<file path="src/rmas_regs.svh">
`ifndef RMAS_REGS_SVH
`define RMAS_REGS_SVH
// ------------------------------------------------------------
// Register byte offsets on the Avalon-MM slave
// ------------------------------------------------------------
`define RMAS_OFF_CMD   5'h00
`define RMAS_OFF_CW    5'h04
`define RMAS_OFF_ADA   5'h08
`define RMAS_OFF_ADD   5'h0c
`define RMAS_OFF_NW    5'h10
`define RMAS_OFF_AVG   5'h14
// ------------------------------------------------------------
// Command and status fields
// ------------------------------------------------------------
`define RMAS_CMD_COND  2
`define RMAS_ST_BUSY   0
`define RMAS_ST_FAULT  1
`define RMAS_ST_ZERO   2
`define RMAS_IND_BIT   16
// ------------------------------------------------------------
// Control word bits
// ------------------------------------------------------------
`define RMAS_B_POS     15
`define RMAS_B_SGN     15
`define RMAS_B_LOW     14
`define RMAS_B_BIN     14
`define RMAS_B_BYTE    13
`define RMAS_B_SKIP    12
// ------------------------------------------------------------
// Memory map of the data areas (word addresses)
// ------------------------------------------------------------
`define RMAS_DATA_LO   16'h1000
`define RMAS_DATA_HI   16'h29ff
`define RMAS_XTRA_LO   16'h2a00
`define RMAS_XTRA_HI   16'h3fff
`define RMAS_AR_IO     2'h0
`define RMAS_AR_DATA   2'h1
`define RMAS_AR_XTRA   2'h2
`define RMAS_AR_NONE   2'h3
`define RMAS_AVG_MAX   10'h040
`define RMAS_AVG_CLIP  10'h041
`endif

</file>
<file path="src/rmas_pkg.sv">
package rmas_pkg;
	// Operation selected by the command write.
	typedef enum logic [1:0] {OP_MIN, OP_AVG, OP_SUM, OP_NONE} rmas_op_type;
	// What the word being fetched is for.
	typedef enum logic [1:0] {PH_PTR, PH_SRC, PH_SCAN} rmas_ph_type;
	typedef enum logic [3:0] {
		S_IDLE, S_CHK, S_SET, S_RD, S_WT, S_DAT, S_WS, S_W0, S_W1, S_FIN
	} rmas_st_type;
	// One request toward the data memory.
	typedef struct packed {
		logic        rd;
		logic        wr;
		logic [15:0] addr;
		logic [15:0] wdata;
	} rmas_mem_type;
endpackage : rmas_pkg

</file>
<file path="src/rmas_unit.sv">
// The register addresses and register access over Avalon-MM were decided locally.
`timescale 1ns/1ps
`include "rmas_regs.svh"
// How it works
// - with execution condition false, an operation changes nothing.
// - minimum search scans N words, writes the smallest to destination.
// - control bit 15 adds position at destination+1: address or offset.
// - control bit 14 reports the lowest address among equal minima.
// - search count is three low BCD digits, 001 to 999.
// - search compares unsigned when bit 15 clear, signed when set.
// - signed search ranks words from 8000 hex upward as negative.
// - search faults on bad pointer, boundary overrun or split range.
// - search sets zero flag when the minimum is 0000.
// - averager count is BCD 0001 to 0064; larger counts act as 64.
// - each run stores source at next slot from destination+2.
// - from run N on, mean of samples goes to destination.
// - mean is binary, rounded to nearest, halves rounded up.
// - averager faults on bad pointer, bad operand or split buffer.
// - total goes to destination and next word in input form.
// - bit 13 selects word or byte items; N counts those items.
// - bytes go upper first; bit 12 skips first upper byte.
// - bit 14 clear BCD, bit 14 set unsigned, 14 and 15 signed.
// - total faults on bad pointer, split range, bad count, bad BCD.
// - total sets zero flag when the result is zero.
module rmas_unit (
	input  wire logic                 ref_clk_in,
	input  wire logic                 rstn_in,
	input  wire logic [4:0]           avs_address_in,
	input  wire logic                 avs_read_in,
	input  wire logic                 avs_write_in,
	input  wire logic [31:0]          avs_writedata_in,
	input  wire logic [3:0]           avs_byteenable_in,
	output logic      [31:0]          avs_readdata_out,
	output logic                      avs_waitrequest_out,
	output rmas_pkg::rmas_mem_type    mem_out,
	input  wire logic [15:0]          mem_rdata_in,
	output logic                      busy_out,
	output logic                      fault_flag_out,
	output logic                      zero_result_flag_out
);
	import rmas_pkg::*;

	// ------------------------------------------------------------
	// Helpers
	// ------------------------------------------------------------
	function automatic logic isbcd(input logic [15:0] w);
		isbcd = 1'b1;
		for (int i = 0; i < 4; i++) begin
			if (w[4*i+:4] > 4'h9) isbcd = 1'b0;
		end
	endfunction : isbcd

	function automatic logic [13:0] bcd2bin(input logic [15:0] w);
		int r;
		r = 0;
		for (int i = 3; i >= 0; i--) begin
			r = r * 10 + int'(w[4*i+:4]);
		end
		bcd2bin = 14'(r);
	endfunction : bcd2bin

	// Constant divisors only, so this folds into plain logic.
	function automatic logic [15:0] bin2bcd(input logic [15:0] b);
		int v;
		v = int'(b);
		for (int i = 0; i < 4; i++) begin
			bin2bcd[4*i+:4] = 4'(v % 10);
			v = v / 10;
		end
	endfunction : bin2bcd

	function automatic logic [31:0] bcdadd(input logic [31:0] a,
			input logic [31:0] b);
		logic [4:0] s;
		logic       c;
		c = 1'b0;
		for (int i = 0; i < 8; i++) begin
			s = {1'b0, a[4*i+:4]} + {1'b0, b[4*i+:4]} + {4'h0, c};
			c = s > 5'd9;
			bcdadd[4*i+:4] = c ? 4'(s - 5'd10) : s[3:0];
		end
	endfunction : bcdadd

	function automatic logic [1:0] area(input logic [15:0] a);
		if (a < `RMAS_DATA_LO) area = `RMAS_AR_IO;
		else if (a <= `RMAS_DATA_HI) area = `RMAS_AR_DATA;
		else if (a <= `RMAS_XTRA_HI) area = `RMAS_AR_XTRA;
		else area = `RMAS_AR_NONE;
	endfunction : area

	function automatic logic [31:0] merge(input logic [31:0] o,
			input logic [31:0] n, input logic [3:0] be);
		for (int i = 0; i < 4; i++) begin
			merge[8*i+:8] = be[i] ? n[8*i+:8] : o[8*i+:8];
		end
	endfunction : merge

	// ------------------------------------------------------------
	// Register file and Avalon-MM slave
	// ------------------------------------------------------------
	logic        wreq_reg;
	logic [15:0] cw_reg;
	logic [16:0] ada_reg;
	logic [15:0] add_reg;
	logic [15:0] nw_reg;
	logic [6:0]  acnt_reg;
	logic [6:0]  slot_reg;
	rmas_op_type op_reg;
	rmas_st_type st_reg;
	logic        busy_reg;
	logic        flt_reg;
	logic        zero_reg;
	logic        stall;
	logic        wr_ok;
	logic        go;
	logic [31:0] wmix;

	// A command write while busy is held off until the run ends; operand
	// register writes are not held off and take effect during a run.
	assign stall = avs_write_in && avs_address_in == `RMAS_OFF_CMD
		&& busy_reg;
	assign wr_ok = avs_write_in && !wreq_reg;
	assign wmix = merge(32'h0, avs_writedata_in, avs_byteenable_in);
	assign go = wr_ok && avs_address_in == `RMAS_OFF_CMD
		&& wmix[`RMAS_CMD_COND] && wmix[1:0] != 2'(OP_NONE);

	// Wait state: answer one cycle after the request is seen.
	always_ff @(posedge ref_clk_in) begin
		if (!rstn_in) wreq_reg <= 1'b1;
		else if (wreq_reg && (avs_read_in || avs_write_in) && !stall)
			wreq_reg <= 1'b0;
		else wreq_reg <= 1'b1;
	end

	// Read data is latched with the wait state drop.
	always_ff @(posedge ref_clk_in) begin
		if (!rstn_in) avs_readdata_out <= 32'h0;
		else if (wreq_reg && avs_read_in) begin
			unique case (avs_address_in)
				`RMAS_OFF_CMD: avs_readdata_out <= {29'h0, zero_reg,
					flt_reg, busy_reg};
				`RMAS_OFF_CW:  avs_readdata_out <= {16'h0, cw_reg};
				`RMAS_OFF_ADA: avs_readdata_out <= {15'h0, ada_reg};
				`RMAS_OFF_ADD: avs_readdata_out <= {16'h0, add_reg};
				`RMAS_OFF_NW:  avs_readdata_out <= {16'h0, nw_reg};
				`RMAS_OFF_AVG: avs_readdata_out <= {25'h0, acnt_reg};
				default:       avs_readdata_out <= 32'h0;
			endcase
		end
	end

	// Operand registers; unmapped writes are dropped.
	always_ff @(posedge ref_clk_in) begin
		if (!rstn_in) begin
			cw_reg  <= 16'h0;
			ada_reg <= 17'h0;
			add_reg <= 16'h0;
			nw_reg  <= 16'h0;
			op_reg  <= OP_NONE;
		end else if (wr_ok) begin
			unique case (avs_address_in)
				`RMAS_OFF_CW: cw_reg <= 16'(merge({16'h0, cw_reg},
					avs_writedata_in, avs_byteenable_in));
				`RMAS_OFF_ADA: ada_reg <= 17'(merge({15'h0, ada_reg},
					avs_writedata_in, avs_byteenable_in));
				`RMAS_OFF_ADD: add_reg <= 16'(merge({16'h0, add_reg},
					avs_writedata_in, avs_byteenable_in));
				`RMAS_OFF_NW: nw_reg <= 16'(merge({16'h0, nw_reg},
					avs_writedata_in, avs_byteenable_in));
				`RMAS_OFF_CMD: if (go) op_reg <= rmas_op_type'(wmix[1:0]);
				default: ;
			endcase
		end
	end

	// ------------------------------------------------------------
	// Sequencer
	// ------------------------------------------------------------
	rmas_ph_type ph_reg;
	rmas_mem_type mem_reg;
	logic [15:0] base_reg;
	logic [15:0] cur_reg;
	logic [9:0]  n_reg;
	logic [9:0]  left_reg;
	logic [31:0] acc_reg;
	logic [15:0] best_reg;
	logic [15:0] bpos_reg;
	logic        first_reg;
	logic        bsel_reg;
	logic [15:0] smp_reg;
	logic [9:0]  nbcd;
	logic [9:0]  nwv;
	logic [9:0]  nw_eff;
	logic [9:0]  words;
	logic [15:0] last;
	logic        bad_n;
	logic        bsum;
	logic [15:0] item;
	logic [31:0] itx;
	logic        lt;
	logic        better;
	logic [21:0] mean;
	logic [15:0] pos;
	logic [15:0] res1;
	logic [6:0]  slot;
	logic [15:0] tgt;

	assign nbcd = 10'(bcd2bin({4'h0, cw_reg[11:0]}));
	assign nwv  = 10'(bcd2bin(nw_reg) > 14'(`RMAS_AVG_MAX)
		? `RMAS_AVG_MAX : 10'(bcd2bin(nw_reg)));
	assign nw_eff = nwv;
	assign words = cw_reg[`RMAS_B_BYTE]
		? 10'((11'(nbcd) + {10'h0, cw_reg[`RMAS_B_SKIP]} + 11'h1) >> 1)
		: nbcd;
	assign last = op_reg == OP_AVG ? add_reg + 16'(nw_eff) + 16'h1
		: base_reg + 16'(words) - 16'h1;
	assign bad_n = op_reg == OP_AVG
		? (!isbcd(nw_reg) || nw_reg == 16'h0)
		: (!isbcd({4'h0, cw_reg[11:0]}) || nbcd == 10'h0);
	assign bsum = cw_reg[`RMAS_B_BYTE];
	assign item = bsum ? {8'h0, bsel_reg ? mem_rdata_in[15:8]
		: mem_rdata_in[7:0]} : mem_rdata_in;
	// sign extension only in signed binary
	assign itx = !(cw_reg[`RMAS_B_BIN] && cw_reg[`RMAS_B_SGN]) ? {16'h0, item}
		: bsum ? {{24{item[7]}}, item[7:0]} : {{16{item[15]}}, item};
	assign lt = cw_reg[`RMAS_B_SGN] ? $signed(mem_rdata_in) < $signed(best_reg)
		: mem_rdata_in < best_reg;
	assign better = first_reg || lt
		|| (!cw_reg[`RMAS_B_LOW] && mem_rdata_in == best_reg);
	assign mean = (22'(acc_reg) + 22'(n_reg >> 1)) / 22'(n_reg);
	assign pos = area(bpos_reg) == `RMAS_AR_DATA
		? bin2bcd(bpos_reg - `RMAS_DATA_LO) : bin2bcd(bpos_reg - base_reg);
	assign res1 = op_reg == OP_MIN ? best_reg
		: op_reg == OP_SUM ? acc_reg[15:0] : mean[15:0];
	assign slot = slot_reg >= 7'(n_reg) ? 7'h0 : slot_reg;
	// Indirect target is the pointer's own area base plus the pointer, so
	// the same sum serves the boundary check and the new range start.
	assign tgt = (area(ada_reg[15:0]) == `RMAS_AR_DATA ? `RMAS_DATA_LO
		: `RMAS_XTRA_LO) + 16'(bcd2bin(mem_rdata_in));

	// Main sequence. Faults abort before any destination write.
	always_ff @(posedge ref_clk_in) begin
		if (!rstn_in) begin
			st_reg <= S_IDLE;
			ph_reg <= PH_SCAN;
			busy_reg <= 1'b0;
			flt_reg <= 1'b0;
			zero_reg <= 1'b0;
			mem_reg <= '0;
			base_reg <= 16'h0;
			cur_reg <= 16'h0;
			n_reg <= 10'h1;
			left_reg <= 10'h0;
			acc_reg <= 32'h0;
			best_reg <= 16'h0;
			bpos_reg <= 16'h0;
			first_reg <= 1'b1;
			bsel_reg <= 1'b0;
			smp_reg <= 16'h0;
		end else begin
			mem_reg.rd <= 1'b0;
			mem_reg.wr <= 1'b0;
			unique case (st_reg)
				S_IDLE: if (go) begin
					busy_reg <= 1'b1;
					st_reg <= S_CHK;
				end
				S_CHK: begin
					base_reg <= ada_reg[15:0];
					cur_reg <= ada_reg[15:0];
					ph_reg <= PH_PTR;
					st_reg <= ada_reg[`RMAS_IND_BIT] ? S_RD : S_SET;
				end
				S_SET: begin
					acc_reg <= 32'h0;
					first_reg <= 1'b1;
					bsel_reg <= !cw_reg[`RMAS_B_SKIP];
					n_reg <= op_reg == OP_AVG ? nw_eff : nbcd;
					left_reg <= op_reg == OP_AVG ? nw_eff : nbcd;
					cur_reg <= base_reg;
					ph_reg <= op_reg == OP_AVG ? PH_SRC : PH_SCAN;
					if (bad_n || area(last) == `RMAS_AR_NONE
							|| area(op_reg == OP_AVG ? add_reg : base_reg)
							!= area(last)) begin
						flt_reg <= 1'b1;
						st_reg <= S_FIN;
					end else st_reg <= S_RD;
				end
				S_RD: begin
					mem_reg.rd <= 1'b1;
					mem_reg.addr <= cur_reg;
					st_reg <= S_WT;
				end
				S_WT: st_reg <= S_DAT;
				S_DAT: begin
					unique case (ph_reg)
						PH_PTR: begin
							if (!isbcd(mem_rdata_in) || area(ada_reg[15:0])
									== `RMAS_AR_IO
									|| area(tgt) != area(ada_reg[15:0])) begin
								flt_reg <= 1'b1;
								st_reg <= S_FIN;
							end else begin
								base_reg <= tgt;
								st_reg <= S_SET;
							end
						end
						PH_SRC: begin
							smp_reg <= mem_rdata_in;
							st_reg <= S_WS;
						end
						PH_SCAN: begin
							if (op_reg == OP_MIN && better) begin
								best_reg <= mem_rdata_in;
								bpos_reg <= cur_reg;
							end
							first_reg <= 1'b0;
							if (op_reg == OP_AVG) acc_reg <= acc_reg + itx;
							else if (!cw_reg[`RMAS_B_BIN])
								acc_reg <= bcdadd(acc_reg, itx);
							else acc_reg <= acc_reg + itx;
							if (op_reg == OP_SUM && !cw_reg[`RMAS_B_BIN]
									&& !isbcd(item)) begin
								flt_reg <= 1'b1;
								st_reg <= S_FIN;
							end else begin
								if (op_reg == OP_SUM && bsum && bsel_reg)
									bsel_reg <= 1'b0;
								else begin
									bsel_reg <= 1'b1;
									cur_reg <= cur_reg + 16'h1;
								end
								left_reg <= left_reg - 10'h1;
								st_reg <= left_reg == 10'h1 ? S_W0 : S_RD;
							end
						end
						default: st_reg <= S_FIN;
					endcase
				end
				S_WS: begin
					mem_reg.wr <= 1'b1;
					mem_reg.addr <= add_reg + 16'h2 + 16'(slot);
					mem_reg.wdata <= smp_reg;
					cur_reg <= add_reg + 16'h2;
					ph_reg <= PH_SCAN;
					// mean only from run N on
					st_reg <= 10'(acnt_reg) + 10'h1 >= n_reg ? S_RD : S_FIN;
				end
				S_W0: begin
					mem_reg.wr <= 1'b1;
					mem_reg.addr <= add_reg;
					mem_reg.wdata <= res1;
					if (op_reg == OP_MIN) zero_reg <= best_reg == 16'h0;
					if (op_reg == OP_SUM) zero_reg <= acc_reg == 32'h0;
					st_reg <= op_reg == OP_SUM || (op_reg == OP_MIN
						&& cw_reg[`RMAS_B_POS]) ? S_W1 : S_FIN;
				end
				S_W1: begin
					mem_reg.wr <= 1'b1;
					mem_reg.addr <= add_reg + 16'h1;
					mem_reg.wdata <= op_reg == OP_SUM ? acc_reg[31:16] : pos;
					st_reg <= S_FIN;
				end
				S_FIN: begin
					busy_reg <= 1'b0;
					st_reg <= S_IDLE;
				end
				default: st_reg <= S_IDLE;
			endcase
			if (st_reg == S_IDLE && go) flt_reg <= 1'b0;
		end
	end

	// Averager run count and ring slot; a count write restarts the ring.
	// destination+1 is never touched here
	always_ff @(posedge ref_clk_in) begin
		if (!rstn_in || (wr_ok && avs_address_in == `RMAS_OFF_NW)) begin
			acnt_reg <= 7'h0;
			slot_reg <= 7'h0;
		end else if (st_reg == S_WS) begin
			if (10'(acnt_reg) < `RMAS_AVG_MAX) acnt_reg <= acnt_reg + 7'h1;
			slot_reg <= 10'(slot) + 10'h1 >= n_reg ? 7'h0 : slot + 7'h1;
		end
	end

	assign avs_waitrequest_out = wreq_reg;
	assign mem_out = mem_reg;
	assign busy_out = busy_reg;
	assign fault_flag_out = flt_reg;
	assign zero_result_flag_out = zero_reg;

	// ------------------------------------------------------------
	// Assertions
	// ------------------------------------------------------------
	property p_nocond;
		@(posedge ref_clk_in) disable iff (!rstn_in)
		!busy_reg && wr_ok && avs_address_in == `RMAS_OFF_CMD
			&& !wmix[`RMAS_CMD_COND] |=> !busy_reg ##1 !busy_reg;
	endproperty
	a_nocond: assert property (p_nocond)
		else $error("Run started with condition false.");

	property p_idlewr;
		@(posedge ref_clk_in) disable iff (!rstn_in)
		!busy_reg && !$past(busy_reg) |-> !mem_reg.wr;
	endproperty
	a_idlewr: assert property (p_idlewr)
		else $error("Memory written while idle.");

	property p_nofltwr;
		@(posedge ref_clk_in) disable iff (!rstn_in)
		flt_reg && busy_reg |-> st_reg != S_W0 && st_reg != S_W1;
	endproperty
	a_nofltwr: assert property (p_nofltwr)
		else $error("Destination written after a fault.");

	property p_badn;
		@(posedge ref_clk_in) disable iff (!rstn_in)
		st_reg == S_SET && op_reg != OP_AVG && cw_reg[11:0] == 12'h0
			|=> flt_reg && st_reg == S_FIN ##1 !busy_reg;
	endproperty
	a_badn: assert property (p_badn)
		else $error("Zero item count did not fault.");

	property p_clip;
		@(posedge ref_clk_in) disable iff (!rstn_in)
		st_reg == S_SET && op_reg == OP_AVG && isbcd(nw_reg)
			&& nw_reg >= 16'h0065 |=> n_reg == `RMAS_AVG_MAX;
	endproperty
	a_clip: assert property (p_clip)
		else $error("Large sample count not clipped to 64.");

	property p_slot;
		@(posedge ref_clk_in) disable iff (!rstn_in)
		st_reg == S_WS |=> mem_reg.wr
			&& mem_reg.addr == add_reg + 16'h2 + 16'($past(slot));
	endproperty
	a_slot: assert property (p_slot)
		else $error("Sample stored at wrong slot.");

	property p_nopos;
		@(posedge ref_clk_in) disable iff (!rstn_in)
		st_reg == S_W0 && op_reg == OP_MIN && !cw_reg[`RMAS_B_POS]
			|=> st_reg == S_FIN ##1 !busy_reg;
	endproperty
	a_nopos: assert property (p_nopos)
		else $error("Position written without bit 15.");

	property p_zero;
		@(posedge ref_clk_in) disable iff (!rstn_in)
		st_reg == S_W0 && op_reg == OP_SUM
			|=> zero_reg == ($past(acc_reg) == 32'h0);
	endproperty
	a_zero: assert property (p_zero)
		else $error("Zero flag disagrees with total.");

	property p_minzero;
		@(posedge ref_clk_in) disable iff (!rstn_in)
		st_reg == S_W0 && op_reg == OP_MIN
			|=> zero_reg == (mem_reg.wdata == 16'h0);
	endproperty
	a_minzero: assert property (p_minzero)
		else $error("Zero flag disagrees with minimum.");

	property p_range;
		@(posedge ref_clk_in) disable iff (!rstn_in)
		mem_reg.rd && op_reg == OP_MIN && ph_reg == PH_SCAN
			|-> mem_reg.addr >= base_reg
			&& mem_reg.addr < base_reg + 16'(n_reg);
	endproperty
	a_range: assert property (p_range)
		else $error("Search read outside its range.");

	c_minpos: cover property (@(posedge ref_clk_in)
		st_reg == S_W1 && op_reg == OP_MIN);
	c_mean: cover property (@(posedge ref_clk_in)
		st_reg == S_W0 && op_reg == OP_AVG);
	c_bytes: cover property (@(posedge ref_clk_in)
		st_reg == S_W1 && op_reg == OP_SUM && bsum);
	c_fault: cover property (@(posedge ref_clk_in)
		st_reg == S_FIN && flt_reg);
endmodule : rmas_unit

</file>
<file path="config.mk">
export PLATFORM = sky130hd
export DESIGN_NAME = rmas_unit
export DESIGN_NICKNAME = d
export VERILOG_FILES = /design/src/rmas_pkg.sv /design/src/rmas_unit.sv
export VERILOG_INCLUDE_DIRS = /design/src /design/src/src
export SDC_FILE = /design/constraint.sdc
export NUM_CORES = 2
export LEC_CHECK = 0
export BUFFER_PORTS_ARGS = -buffer_cell sky130_fd_sc_hd__clkbuf_2
export CORE_UTILIZATION = 60
export DETAILED_ROUTE_END_ITERATION = 16
export HOLD_SLACK_MARGIN = 0.12
export PLACE_DENSITY = 0.84
export SLEW_MARGIN = 20
export SYNTH_ARGS = -nofsm -noshare
export SYNTH_HDL_FRONTEND = slang
export SYNTH_SLANG_ARGS = --single-unit
</file>
<file path="constraint.sdc">
create_clock -name ref_clk_in -period 176.1 [get_ports ref_clk_in]
set_clock_uncertainty 0.1 [all_clocks]
set_input_delay 35.22 -clock ref_clk_in [delete_from_list [all_inputs] [get_ports ref_clk_in]]
set_output_delay 35.22 -clock ref_clk_in [all_outputs]
set_load 0.01 [all_outputs]
</file>
; ---- Word level (Yosys, flattened, before mapping)
; Index checks and enable logic that the tools add are counted.
[totals]
regBits = 291
in_bits = 61
[classes]
add_sub_neg = 51
n_mul = 8
n_div = 15
n_lt_le_gt_ge = 45
eq_ne = 36
mux = 120
n_bitwise = 1
n_reduce_logical = 78
[ops]
columns = operator, n
row1 = "32-bit by 5-bit remainder unit with 32-bit output, second input constant", 6
row2 = 16-bit two-way mux, 12
row3 = 32-bit two-way mux, 5
row4 = "32-bit by 5-bit divider with 32-bit output, second input constant", 4
row5 = "16-bit by 14-bit <= comparator with 1-bit output, second input constant", 8
row6 = 16-bit one-hot mux with 4 select lines, 2
row7 = 17-bit one-hot mux with 6 select lines, 1
row8 = "17-bit by 5-bit divider with 32-bit output, second input constant", 2
row9 = "16-bit by 13-bit < comparator with 1-bit output, second input constant", 4
row10 = "17-bit by 5-bit remainder unit with 32-bit output, second input constant", 2
row11 = 32-bit one-hot mux with 2 select lines, 1
row12 = "4-bit greater-than comparator, second input constant", 15
row13 = 4-bit two-way mux, 13
row14 = 10-bit two-way mux, 5
row15 = "16-bit by 1-bit adder with 16-bit output, second input constant", 3
row16 = 16-bit one-hot mux with 3 select lines, 1
row17 = 1-bit two-way mux, 43
row18 = 2-bit two-way mux, 21
row19 = 4-bit by 4-bit adder with 5-bit output, 8
row20 = "5-bit by 4-bit greater-than comparator with 1-bit output, second input constant", 8
row21 = 3-bit AND reduction, 13
row22 = 4-bit one-hot mux with 9 select lines, 1
row23 = 5-bit by 1-bit adder with 5-bit output, 7
row24 = 16-bit by 10-bit adder with 16-bit output, 2
row25 = 73 further kinds, 167

; ---- Depth between registers and ports, before layout
[depth]
ltp_word = 25
ltp_mapped = 302
depth_no_buf = 280

; ---- Least setup slack after synthesis
; OpenSTA, ideal clock, no wires.
[synth_timing]
kind = register -> register
startpoint = register acc_reg[1]
endpoint = register mem_reg, in the netlist mem_out[0]
arrival_time_ps = 55195
required_ps = 175874
slack_ps = 120679
path_stages_with_launch = 297
n_path_buf = 23
cell_sequence = dfxtp_1 -> ha_1 -> a21o_1 -> a21oi_1 -> o21bai_1 -> a21oi_1 -> o21bai_1 -> a21oi_1 -> o21bai_1 -> a21oi_1 -> or4_1 -> nand2_1 -> ha_1 -> and2_1 -> a31oi_1 -> ha_1 -> o21a_1 -> o211ai_1 -> [261 not listed] -> clkbuf_1 -> nor2_1 -> a21oi_1 -> ha_1 -> a21oi_1 -> nor2b_1 -> o21ai_0 -> nand2b_1 -> a21oi_1 -> nor2b_1 -> o21ai_0 -> nand2b_1 -> a21oi_1 -> nor2b_1 -> o21ai_0 -> nand4_1 -> a21oi_1 -> a31oi_1
[synth_via]
elab_chain_len = 5
[synth_rtl]
columns = element, line
row1 = from (decl), rmas_unit.sv:185  ; logic [31:0] acc_reg;
row2 = from (signal assigned), rmas_unit.sv:318  ; if (op_reg == OP_AVG) acc_reg <= acc_reg + itx;
row3 = from (signal assigned), rmas_unit.sv:320  ; acc_reg <= bcdadd(acc_reg, itx);
row4 = from (signal assigned), rmas_unit.sv:321  ; else acc_reg <= acc_reg + itx;
row5 = 22-bit by 9-bit adder with 22-bit output, rmas_unit.sv:230  ; assign mean = (22'(acc_reg) + 22'(n_reg >> 1)) / 22'(n_reg);
row6 = 22-bit by 10-bit divider with 22-bit output, rmas_unit.sv:230
row7 = 16-bit two-way mux, rmas_unit.sv:234  ; : op_reg == OP_SUM ? acc_reg[15:0] : mean[15:0];
row8 = 16-bit two-way mux, rmas_unit.sv:233  ; assign res1 = op_reg == OP_MIN ? best_reg
row9 = 16-bit one-hot mux with 3 select lines, rmas_unit.sv:263  ; unique case (st_reg)
row10 = to (decl), rmas_unit.sv:180  ; rmas_mem_type mem_reg;
; No other way between the ends.
; A chain may end at the register's enable or synchronous reset.

; ---- Worst setup path after layout
; Ends and elaborated chain as after synthesis.

==> flow_summary.json <==
{
  "initial_core_util": 0.611,
  "reg2reg_depth": 279,
  "core_mm2": 0.0705,
  "fillerInstances": 6130,
  "wl_per_cell_um": 19.2,
  "worst_ep_required_time_ps": 176440,
  "rsz0062_at_grt": "false",
  "yosysWarnings": 0,
  "wirelength_um": 133000,
  "crit_arrival_ps": 60060,
  "run_status": "finished clean",
  "synth_top_area_cell": "ha_1",
  "cts_max_level": 1,
  "dp_cells": 6836,
  "num_vias": 46242,
  "critPathCaptureType": "flip-flop",
  "clock-sinks": 276,
  "viasPerCell": 6.71,
  "cap_violations": 0,
  "cts_made_buffers": 29,
  "fin_setup_tns_ps": 0,
  "synth_most_common_cell": "nand2_1",
  "ys_async_sr_fraction": 0,
  "ys_ff_latch": 276,
  "yosys.area.top_type_share": 0.138,
  "antenna_found_initial": 6,
  "die_w_um": 270,
  "ys_seq_area_frac": 0.128,
  "syn-instance-count": 5995,
  "postCtsResizedCells": 0,
  "hold_viol_final": 0,
  "cp_slowest_cell": "o311a_1",
  "path_clk_slew_ps": 60,
  "grtUsageTotal": 0.343,
  "start_kind": "flip-flop",
  "largest_reg_flops": 34,
  "clk_latency_ps": 600,
  "crit_start": "acc_reg[1]",
  "period_minus_slack_ps": 59710,
  "netlist_area_mm2": 0.0431,
  "synthTopCellsByArea": "ha_1 14%, dfxtp_1 13%, xnor2_1 5.2%",
  "cts_hold_buf": 0,
  "rows": 97,
  "io_pins": 131,
  "synthTopCellsByCount": "581 x nand2_1, 562 x nor2_1, 476 x ha_1, 430 x a21oi_1, 400 x o21ai_0",
  "r2r_setup_slack_ps": 116390,
  "cts.path.max_buffers": 3,
  "grt_pass1_vias": 42244,
  "io_buffers": 99,
  "cts_tree": "done",
  "dp_hpwl_um": 103000,
  "overflow": 0,
  "post_synth_num_cell_types": 131,
  "firstDrtPassIters": 7,
  "worstSetupPathType": "reg -> reg",
  "antenna_left": 0,
  "cts-root-buf": "clkbuf_16",
  "hp-class": "reg -> reg",
  "max_slew_margin": 0.237,
  "synthToLayoutAreaGrowth_pct": 4.80,
  "post_cts_buffers": 0,
  "fin_cells": 6890,
  "dieArea_mm2": 0.0729,
  "r2r_end": "mem_out[0]",
  "drtIter0Drc": 5275,
  "grt_max_degree": 97,
  "nets": 6500,
  "cp_common_cell": "o21a_1",
  "avgSynthCellArea_um2": 7.19,
  "drc": 0,
  "globalplace.congestion": 1.02,
  "synth-edff-count": 0,
  "critPathMaxFanout": 25,
  "drive_above_1_share": 0.0661,
  "period_share": 0.339,
  "die_h_um": 270,
  "synth-main-ff-cell": "dfxtp_1",
  "fmax_mhz": 16.7,
  "slew_viol_final": 0,
  "setup_viol_count_final": 0,
  "tightest_slew_ps": 1150,
  "grt_first_pass_wirelength_um": 213000,
  "fin_util": 0.641,
  "critical_path.max_stage_delay_ps": 780,
  "reg2reg_from": "acc_reg[1]",
  "cp-endpoint": "mem_out[0]"
}
[critical path, delay by kind of cell, from the launching register on]
| kind | cells | cell delay [ps] |
|---|---|---|
| AO/OA/AOI/OAI | 177 | 35650 |
| AND/OR/NAND/NOR | 58 | 11650 |
| adder cells (fa/ha/maj) | 23 | 6960 |
| buffers and inverters | 15 | 2290 |
| multiplexers | 6 | 2180 |
| flip-flops | 1 | 520 |
[placed cells by master (no fill, tap or decap), types with 146 or more instances in the layout]
cell / n
inv_1: 257
nand2_1: 579
mux2i_1: 157
o21a_1: 178
nor2_1: 559
a21oi_1: 429
nor3_1: 260
dfxtp_1: 276
o21ai_0: 399
nand3_1: 146
ha_1: 476
xnor2_1: 255
[routing by layer]
metal,GRT usage,vias to the layer above,wire length [µm]
li1,-,21935,-
met1,0.456,21674,56100
met2,0.542,2298,57700
met3,0.0674,333,13700
met4,0.137,2,5110
met5,0,-,7
[cells by family after synthesis]
logic type      synth area share
compound gates             0.297
xor+xnor                  0.0763
fa+ha+maj                  0.159
buf+inv                   0.0493
flops                      0.128
mux                       0.0486
other cells            0.0000870
simple gates               0.242
[worst min-delay path by stage]
stage          cells past startpoint                start             endpoint  slack (ps)
2_1_floorplan                      2             bsel_reg             bsel_reg         330
3_3_place_gp                       1  avs_waitrequest_out  avs_waitrequest_out         330
3_5_place_dp                       1  avs_waitrequest_out  avs_waitrequest_out         350
4_1_cts                            1  avs_waitrequest_out  avs_waitrequest_out         360
5_1_grt                            2          smp_reg[12]          smp_reg[12]         390
6_report                           1  avs_waitrequest_out  avs_waitrequest_out         360
[metrics by stage]
| step | area [µm²] | hold slack, ps | setup slack, ps |
|---|---|---|---|
| after CTS | 45100 | 359 | 116720 |
| after detailed placement | 44200 | 345 | 116970 |
| after global routing | 45200 | 389 | 111840 |
| after global placement | 44200 | 335 | 118750 |
| after floorplan | 43200 | 332 | 120680 |
| final | 45200 | 359 | 116390 |
[cell type report]
class	instances	area [µm²]	area share
multi-input combinational	5199	35600	0.788
sequential	276	5530	0.122
tap	940	1180	0.0260
inverter	266	1000	0.0222
timing repair buffer	155	918	0.0203
clock buffer	37	806	0.0178
clock inverter	14	135	0.00299
antenna	3	7.51	0.000166
Power is not shown: default switching activity piles up to over one toggle a cycle in this logic, so the estimate is an artifact.
